--- config.mk ---
export PLATFORM = sky130hd
export DESIGN_NAME = servo_jog_and_homing_modes
export DESIGN_NICKNAME = d
export VERILOG_FILES = /design/src/motion_pkg.sv /design/src/speed_ramp.sv /design/src/servo_jog_and_homing_modes.sv
export VERILOG_INCLUDE_DIRS = /design/src
export SDC_FILE = /design/constraint.sdc
export NUM_CORES = 1
export LEC_CHECK = 0
export ABC_AREA = 1
export BUFFER_PORTS_ARGS = -buffer_cell sky130_fd_sc_hd__clkbuf_2
export CORE_UTILIZATION = 53
export DETAILED_ROUTE_END_ITERATION = 10
export PLACE_DENSITY_LB_ADDON = 0.1
export SLEW_MARGIN = 0
export SYNTH_ARGS = -nofsm -noshare
export SYNTH_HDL_FRONTEND = slang
export SYNTH_SLANG_ARGS = --single-unit
--- constraint.sdc ---
create_clock -name SYS_CLK_IN -period 3.4 [get_ports SYS_CLK_IN]
set_input_delay 0.34 -clock SYS_CLK_IN [delete_from_list [all_inputs] [get_ports SYS_CLK_IN]]
set_output_delay 0.34 -clock SYS_CLK_IN [all_outputs]
set_load 0.005 [all_outputs]
--- src/motion_params.svh ---
// Constants for the jog and homing motion block.
`ifndef MOTION_PARAMS_SVH
`define MOTION_PARAMS_SVH
`define HOME_DOG 4'h0
`define HOME_COUNT 4'h1
`define HOME_DATA_SET 4'h2
`define HOME_STOPPER 4'h3
`define HOME_IGNORE 4'h4
`define HOME_DOG_REAR 4'h5
`define STALL_TIME_MS 100
`define STALL_CYCLES ((`STALL_TIME_MS) * 10000)
`define POS_RESET 32'h0000_0000
`endif

--- src/motion_pkg.sv ---
// Types shared by the jog and homing motion block.
package motion_pkg;
	typedef enum logic [1:0] {DIR_STOP, DIR_CCW, DIR_CW} rot_dir_t;
	typedef struct packed {
		logic [15:0] jog_speed;
		logic [15:0] accel_time;
		logic [15:0] decel_time;
		logic direction_map;
	} jog_cfg_t;
	typedef struct packed {
		logic [3:0] method;
		logic [31:0] shift_dist;
		logic [31:0] after_dog_dist;
		logic dir_decrement;
		logic absolute_system;
	} home_cfg_t;
endpackage

--- src/speed_ramp.sv ---
// Linear speed ramp toward a target using table entry one ramp times.
`timescale 1ns/1ns
module speed_ramp #(
	parameter int WIDTH = 16
) (
	input wire logic clk_in, // Clock.
	input wire logic srst_in, // Synchronous reset, high.
	input wire logic [WIDTH-1:0] target_in, // Speed to reach.
	input wire logic [15:0] accel_time_in, // Cycles per step up, less one.
	input wire logic [15:0] decel_time_in, // Cycles per step down, less one.
	output logic [WIDTH-1:0] speed_out // Present speed.
);
	logic [WIDTH-1:0] speed_q, speed_d;
	logic [15:0] tick_q, tick_d;

	initial begin
		if (WIDTH < 2) $error("speed_ramp width too small");
	end

	////////////////////////////////////////////////////////////////////////
	// One speed step per ramp interval; a zero time means an instant jump.
	always_comb begin
		speed_d = speed_q;
		tick_d = tick_q + 16'h0001;
		if (speed_q < target_in) begin
			if (accel_time_in == 16'h0000) begin
				speed_d = target_in;
			end else if (tick_q >= accel_time_in) begin
				speed_d = speed_q + {{(WIDTH-1){1'b0}}, 1'b1};
				tick_d = 16'h0000;
			end
		end else if (speed_q > target_in) begin
			if (decel_time_in == 16'h0000) begin
				speed_d = target_in;
			end else if (tick_q >= decel_time_in) begin
				speed_d = speed_q - {{(WIDTH-1){1'b0}}, 1'b1};
				tick_d = 16'h0000;
			end
		end else begin
			tick_d = 16'h0000;
		end
	end

	always_ff @(posedge clk_in) begin
		if (srst_in) begin
			speed_q <= '0;
			tick_q <= 16'h0000;
		end else begin
			speed_q <= speed_d;
			tick_q <= tick_d;
		end
	end

	assign speed_out = speed_q;
endmodule

--- src/servo_jog_and_homing_modes.sv ---
// Manual jog and home position return logic of the servo driver.
// Notes on behaviour
// - Manual select off gives jog mode; the eight table selects are ignored.
// - Map zero: forward is CCW, reverse CW; map one swaps them.
// - Forward start runs at jog speed with table one ramp times.
// - Reverse start turns opposite to forward with the same settings.
// - Absolute systems keep position over power-off; home once only. Here SRST_IN still clears the position and HOME_DONE_OUT.
// - Starting on the dog, the dog-based types back off automatically, then home.
// - Dog type: slow at front edge, home at first Z after rear.
// - Count type: slow at front edge, first Z after preset distance.
// - Data setting type takes the current position as home, no dog.
// - Stopper type takes home where motion halts against the stop.
// - Ignore type takes the servo-on position as home.
// - Rear reference: home after travel plus shift past rear edge.
// - Rear reference homing uses no Z-phase pulse.
`timescale 1ns/1ns
`include "motion_params.svh"
module servo_jog_and_homing_modes #(
	parameter int SPEED_W = 16,
	parameter int STALL_CYCLES = `STALL_CYCLES
) (
	input wire logic SYS_CLK_IN, // 10 MHz clock.
	input wire logic SRST_IN, // Synchronous reset, high.
	input wire logic AUTO_MANUAL_SELECT_IN, // High selects automatic.
	input wire logic [4:0] TABLE_SELECT_LOW_BITS_IN, // Table select low.
	input wire logic [2:0] TABLE_SELECT_HIGH_BITS_IN, // Table select high.
	input wire logic FORWARD_START_IN, // Jog or home start.
	input wire logic REVERSE_START_IN, // Reverse jog start.
	input wire motion_pkg::jog_cfg_t JOG_CFG_IN, // Jog settings.
	input wire motion_pkg::home_cfg_t HOME_CFG_IN, // Homing settings.
	input wire logic SERVO_ON_IN, // Servo on level.
	input wire logic DOG_IN, // Dog detected, polarity applied.
	input wire logic Z_PULSE_IN, // Encoder Z-phase, one cycle.
	input wire logic MOVE_STEP_IN, // One position unit moved.
	output motion_pkg::rot_dir_t DIR_OUT, // Commanded rotation.
	output logic [SPEED_W-1:0] SPEED_OUT, // Commanded speed.
	output logic JOG_MODE_OUT, // Jog mode active.
	output logic HOMING_BUSY_OUT, // Home return running.
	output logic HOME_DONE_OUT, // Home position valid.
	output logic [31:0] POSITION_OUT // Current position.
);
	import motion_pkg::*;

	typedef enum logic [2:0] {
		H_IDLE, H_BACKOFF, H_SEEK, H_PASS, H_TRAVEL, H_ZWAIT, H_SHIFT
	} home_state_t;

	initial begin
		// The jog speed field is 16 bits wide, so wider speeds cannot be fed.
		if (SPEED_W < 2 || SPEED_W > 16) $error("speed width must be 2 to 16");
		if (STALL_CYCLES < 1) $error("stall count must be positive");
	end

	// Direction that a start input produces under the mapping parameter.
	function automatic rot_dir_t map_dir(input logic fwd, input logic swap);
		map_dir = (fwd ^ swap) ? DIR_CCW : DIR_CW;
	endfunction

	////////////////////////////////////////////////////////////////////////
	// Mode decode; table selects only matter in automatic mode.
	logic manual_mode, home_sel, jog_sel;
	assign manual_mode = !AUTO_MANUAL_SELECT_IN;
	assign home_sel = AUTO_MANUAL_SELECT_IN &&
		({TABLE_SELECT_HIGH_BITS_IN, TABLE_SELECT_LOW_BITS_IN} == 8'h00);
	assign jog_sel = manual_mode;

	////////////////////////////////////////////////////////////////////////
	// Homing sequence state.
	home_state_t hs_q, hs_d;
	logic [31:0] pos_q, pos_d, cnt_q, cnt_d;
	logic done_q, done_d, dog_q, dog_d, start_q, start_d, son_q, son_d;
	logic [31:0] stall_q, stall_d;
	rot_dir_t hdir, dir_q, dir_d;
	logic fast;
	logic start_rise, son_rise, dog_rise, dog_fall, stalled;
	logic [3:0] m;

	assign m = HOME_CFG_IN.method;
	assign start_rise = FORWARD_START_IN && !start_q;
	assign son_rise = SERVO_ON_IN && !son_q;
	assign dog_rise = DOG_IN && !dog_q;
	assign dog_fall = !DOG_IN && dog_q;
	assign stalled = (stall_q >= STALL_CYCLES);

	// Seek direction follows the increment/decrement choice.
	always_comb begin
		hdir = HOME_CFG_IN.dir_decrement ? DIR_CW : DIR_CCW;
		if (hs_q == H_BACKOFF) begin
			hdir = HOME_CFG_IN.dir_decrement ? DIR_CCW : DIR_CW;
		end
	end

	// Next state of the homing sequence and position counter.
	always_comb begin
		hs_d = hs_q;
		pos_d = pos_q;
		cnt_d = cnt_q;
		done_d = done_q;
		stall_d = 32'h0000_0000;
		fast = 1'b0;
		dog_d = DOG_IN;
		start_d = FORWARD_START_IN;
		son_d = SERVO_ON_IN;
		// Count along the commanded rotation, which lags the seek direction
		// while a reversal winds the speed down.
		if (MOVE_STEP_IN) begin
			pos_d = (dir_q == DIR_CW) ?
				pos_q - 32'h0000_0001 : pos_q + 32'h0000_0001;
		end
		if (son_rise && m == `HOME_IGNORE) begin
			pos_d = `POS_RESET;
			done_d = 1'b1;
		end
		unique case (hs_q)
			H_IDLE: begin
				if (home_sel && start_rise) begin
					if (!HOME_CFG_IN.absolute_system) begin
						done_d = 1'b0;
					end
					if (m == `HOME_DATA_SET) begin
						pos_d = `POS_RESET;
						done_d = 1'b1;
					end else if (m == `HOME_STOPPER) begin
						hs_d = H_SEEK;
					end else if (m != `HOME_IGNORE) begin
						hs_d = DOG_IN ? H_BACKOFF : H_SEEK;
					end
				end
			end
			H_BACKOFF: begin
				fast = 1'b1;
				if (!DOG_IN) begin
					hs_d = H_SEEK;
				end
			end
			H_SEEK: begin
				fast = 1'b1;
				if (m == `HOME_STOPPER) begin
					stall_d = MOVE_STEP_IN ? 32'h0000_0000 :
						stall_q + 32'h0000_0001;
					if (stalled) begin
						pos_d = `POS_RESET;
						done_d = 1'b1;
						hs_d = H_IDLE;
					end
				end else if (dog_rise) begin
					cnt_d = 32'h0000_0000;
					hs_d = (m == `HOME_COUNT) ? H_TRAVEL : H_PASS;
				end
			end
			H_PASS: begin
				if (dog_fall) begin
					cnt_d = 32'h0000_0000;
					hs_d = (m == `HOME_DOG_REAR) ? H_TRAVEL : H_ZWAIT;
				end
			end
			H_TRAVEL: begin
				if (MOVE_STEP_IN) begin
					cnt_d = cnt_q + 32'h0000_0001;
				end
				// Judge with this cycle's step included, so none is lost.
				if (cnt_d >= HOME_CFG_IN.after_dog_dist) begin
					cnt_d = 32'h0000_0000;
					hs_d = (m == `HOME_DOG_REAR) ? H_SHIFT : H_ZWAIT;
				end
			end
			H_ZWAIT: begin
				if (Z_PULSE_IN) begin
					cnt_d = 32'h0000_0000;
					hs_d = H_SHIFT;
				end
			end
			H_SHIFT: begin
				// Rear reference reaches here without any Z-phase wait.
				if (MOVE_STEP_IN) begin
					cnt_d = cnt_q + 32'h0000_0001;
				end
				if (cnt_d >= HOME_CFG_IN.shift_dist) begin
					pos_d = `POS_RESET;
					done_d = 1'b1;
					hs_d = H_IDLE;
				end
			end
		endcase
		if (!home_sel && hs_q != H_IDLE) begin
			hs_d = H_IDLE;
		end
	end

	always_ff @(posedge SYS_CLK_IN) begin
		if (SRST_IN) begin
			hs_q <= H_IDLE;
			pos_q <= `POS_RESET;
			cnt_q <= 32'h0000_0000;
			done_q <= 1'b0;
			stall_q <= 32'h0000_0000;
			dog_q <= 1'b0;
			start_q <= 1'b0;
			son_q <= 1'b0;
		end else begin
			hs_q <= hs_d;
			pos_q <= pos_d;
			cnt_q <= cnt_d;
			done_q <= done_d;
			stall_q <= stall_d;
			dog_q <= dog_d;
			start_q <= start_d;
			son_q <= son_d;
		end
	end

	////////////////////////////////////////////////////////////////////////
	// Jog direction and speed target; the direction is held while the
	// ramp winds down so the motor never reverses under speed.
	logic [SPEED_W-1:0] target, speed;
	logic jog_run;
	assign jog_run = jog_sel && (FORWARD_START_IN ^ REVERSE_START_IN);

	always_comb begin
		dir_d = dir_q;
		target = '0;
		if (jog_run) begin
			dir_d = map_dir(FORWARD_START_IN,
				JOG_CFG_IN.direction_map);
			target = JOG_CFG_IN.jog_speed[SPEED_W-1:0];
		end else if (hs_q != H_IDLE) begin
			dir_d = hdir;
			target = fast ? JOG_CFG_IN.jog_speed[SPEED_W-1:0] :
				{{(SPEED_W-1){1'b0}}, 1'b1};
		end else if (speed == '0) begin
			dir_d = DIR_STOP;
		end
		if (speed != '0 && dir_q != DIR_STOP && dir_d != dir_q) begin
			dir_d = dir_q;
			target = '0;
		end
	end

	always_ff @(posedge SYS_CLK_IN) begin
		if (SRST_IN) begin
			dir_q <= DIR_STOP;
		end else begin
			dir_q <= dir_d;
		end
	end

	speed_ramp #(.WIDTH(SPEED_W)) u_ramp (
		.clk_in(SYS_CLK_IN),
		.srst_in(SRST_IN),
		.target_in(target),
		.accel_time_in(JOG_CFG_IN.accel_time),
		.decel_time_in(JOG_CFG_IN.decel_time),
		.speed_out(speed)
	);

	assign DIR_OUT = dir_q;
	assign SPEED_OUT = speed;
	assign JOG_MODE_OUT = jog_sel;
	assign HOMING_BUSY_OUT = (hs_q != H_IDLE);
	assign HOME_DONE_OUT = done_q;
	assign POSITION_OUT = pos_q;
endmodule

==> results.tsv <==
metric	value	unit
async_flop_share	0	
rsz0062_at_grt	true	
internal_power	5.431	mW
required	3780	ps
synth_area	0.01238	mm^2
fin_ws	-154.4	ps
fp.dieArea	0.02398	mm^2
die_x	154.9	um
clock_sinks	137	
synthMuxAreaShare	0	
power_density	609.6	mW/mm^2
p_comb_frac	0.599	
path_class	reg2reg	
cap_violations	0	
first_pass_iters	6	
synth_top_area_share	0.2215	
placedInstanceArea	0.01441	mm^2
maxUsedRoutingLayer	met4	
clkPwrFrac	0.202	
worst_slew_pin_slew	730.5	ps
cts_hold_buf	0	
p_switching	4.563	mW
cts_tree	built	
setup_viol	67	
grt_max_degree	46	
synthSimpleGateAreaFrac	0.3351	
grt_pass1_vias	13010	
antenna_found_initial	1	
hold_end	son_q	
met3_length	2515	um
relSlewSlack	0.5085	
p_leak	8.083	nW
drt_wl_total	38540	um
status	finished with violations	
area_delta_synth_final	32.39	%
violations	setup timing	
path_max_fanout	6	
ys_ff_latch	137	
r2r-end	POSITION_OUT[1]	
post_synth_inst_count	1968	
die_y	154.9	um
clk_latency	440	ps
fin_crit	3554	ps
viasPerCell	5.395	
rows	55	
synth_top_family_by_area	simple AND/OR/NAND/NOR gates	
cts.path.max_buffers	2	
ir_drop	430.9	uV
wire_per_inst	14.76	um
cp-start-kind	flop	
synth_top_area_cell	dfxtp_1	
vias	14090	
synth_edf_count	0	
power_frac_seq	0.199	
drtAntennaViolNets	0	
yosysSeqAreaShare	0.2215	
hold_ws	155.2	ps
nFillCells	1963	
r2r_setup_slack	-150	ps
synth_ff_type	dfxtp_1	
worstHoldPathCells	3	
synth_cell_types	50	
grt_pass1_wl	61260	um
synth-compound-area-share	0.1410	
synth_xor_area_frac	0.05224	
avgSynthCellArea	6.292	um^2
ff2ff_path_depth	24	
start_util	0.5436	
dr_wl_met2	18460	um
min_from	SERVO_ON_IN	
drv_slew	0	
drive_above_1_share	0.2419	
finish.instance_area	0.01639	mm^2
post-dp-hpwl	28070	um
rr_startpoint	cnt_q[0]	
cts-htree-levels	4	
drtIter0Drc	993	
globalRouteTotalUtil	0.3124	
syn_nets	2253	
io_buffer_count	188	
critPathArrivalTime	3930	ps
switching_share	0.4566	
m1WireLength	16630	um
io_pins	189	
synthAdderAreaFrac	0.1512	
numCtsBuffers	17	
cts.root.buffer_cell	clkbuf_16	
nets	2570	
pre_cts_ws	-350.3	ps
achievable-frequency	281.3	MHz
finClkSkew	16.05	ps
synthTopCellsByArea	dfxtp_1, ha_1, nand2_1, inv_1, a21oi_1	
hold_viol_final	0	
hold_path.class	in2reg	
critPathCaptureType	flop	
clk_pin_slew	80	ps
yosysWarnings	0	
drc	0	
fin_crit_sh	1.045	
coreArea	0.02278	mm^2
gp_congestion	0.9881	
gr-total-overflow	0	
cell usage in the layout, fill, tap and decap left out, types with 5 or more instances in the layout:
cell type	netlist	final
nand2_1	455	420
inv_1	278	264
nor2_1	248	218
clkbuf_2	0	188
a21oi_1	201	186
ha_1	148	137
dfxtp_1	137	129
buf_4	1	127
o21ai_0	90	87
nand3_1	103	83
nand4_1	55	55
xor2_1	52	46
nor3_1	42	35
nor2_4	7	27
nand2_2	6	26
clkbuf_16	0	19
nand3_2	1	17
xnor2_1	20	17
inv_2	4	15
a21oi_2	0	15
nor2_2	4	14
o211ai_1	14	14
nand2_4	1	13
ha_4	0	11
nor4_1	10	10
buf_6	1	7
nor3_2	3	6
nand3b_1	6	6
or2_2	6	6
dfxtp_2	0	6
xor2_2	1	5
nand3_4	1	5
nand2_8	0	5
o21a_1	5	5
a22oi_1	5	5
inv_6	0	5
buf_12	0	5
state kept, by name, indices dropped and copies added (netlist names), 2 cells and up:
signal / count
hs_q: 3
cnt_q: 32
POSITION_OUT: 32
u_ramp.tick_q: 16
DIR_OUT: 2
stall_q: 32
u_ramp.speed_out: 16
logic make-up after synthesis:
family | after synthesis
buffers and inverters | 321
AOI/OAI and AO/OA | 330
xor gates and xnor gates | 73
adders and majority gates | 149
and+or+nand+nor | 958
DFF | 137
area by class of cell:
type | instances | area, um^2 | area share
clock buffers | 17 | 425.4 | 0.02595
clock inverters | 15 | 202.7 | 0.01236
flip-flops and latches | 137 | 2758 | 0.1682
well taps | 313 | 391.6 | 0.02389
multi-input cells | 1512 | 9333 | 0.5693
diodes | 1 | 2.502 | 0.0001526
inverters | 284 | 1074 | 0.06548
repair buffers | 333 | 2208 | 0.1347
critical path, cell delays in order, from the launching register on:
cell      delay, ps
dfxtp_4         380
nand2_4          60
nor2_4          120
nand2_2          80
nor2_4          110
nand2_2          90
nor2_4          150
inv_2            60
nor2_4          140
nand2_4         100
nor3_4          240
xor2_2          230
ha_1            310
nand2_4         100
inv_4            40
nand3_4          70
inv_2            40
nand2_2          60
o211ai_1        100
a21oi_2         200
nand4_1         210
nand2_2         220
nand2_8         110
buf_16          190
a21oi_2         110
Yosys cell counts, drive strengths merged (3+ instances only):
cell,count
o21ai,91
or2,8
o211ai,14
ha,148
clkbuf,23
nand4,55
a22oi,5
o22ai,3
xor2,53
xnor2,20
o21a,5
a21oi,201
dfxtp,137
nor2,259
nand3b,6
nor3b,4
nor3,45
nor4,11
buf,14
nand2,462
nand3,105
inv,282
metal layers:
layer / vias up / global-route usage
li1: 7111 / -
met1: 6417 / 0.4070
met2: 495 / 0.5406
met3: 68 / 0.04513
met4: 0 / 0.07826
met5: - / 0
per-stage QoR:
| step | utilization | std cells | total power [mW] | setup TNS, ps |
|---|---|---|---|---|
| 4_1_cts | 0.6778 | 2586 | 9.056 | -5028 |
| 6_report | 0.7197 | 2612 | 9.994 | -4687 |
| 5_1_grt | 0.7196 | 2611 | 10.66 | -21250 |
| 3_5_place_dp | 0.6328 | 2539 | 6.736 | -21250 |
| 2_1_floorplan | - | 1968 | 4.916 | 0 |
| 3_3_place_gp | 0.6328 | 2539 | 6.689 | -16340 |
power by group through the flow:
stage          registers (mW)  logic (mW)  clock network, mW
2_1_floorplan            2.03        2.89                  0
3_3_place_gp             2.00        4.69                  0
3_5_place_dp             2.00        4.73                  0
4_1_cts                  1.97        5.04               2.04
5_1_grt                  2.01        6.54               2.11
6_report                 1.99        5.99               2.02
worst max path at each step:
stage / start / endpoint / slack (ps) / cells past startpoint
2_1_floorplan: u_ramp.speed_out[0] / u_ramp.speed_out[11] / 20 / 27
4_1_cts: cnt_q[1] / POSITION_OUT[21] / -130 / 24
3_5_place_dp: FORWARD_START_IN / u_ramp.speed_out[4] / -350 / 24
5_1_grt: cnt_q[1] / POSITION_OUT[27] / -360 / 24
3_3_place_gp: MOVE_STEP_IN / POSITION_OUT[19] / -270 / 23
6_report: cnt_q[0] / POSITION_OUT[1] / -150 / 24
timing repair:
| action | CTS | global route |
|---|---|---|
| buffers inserted | 12 | 23 |
| pin swaps | 29 | 61 |
| endpoints found under the setup margin | 99 | 100 |
| hold endpoints to repair | 0 | 0 |
| gates resized for setup | 59 | 167 |
| gates cloned | 4 | 2 |
Power figures use the tool's default switching activity.
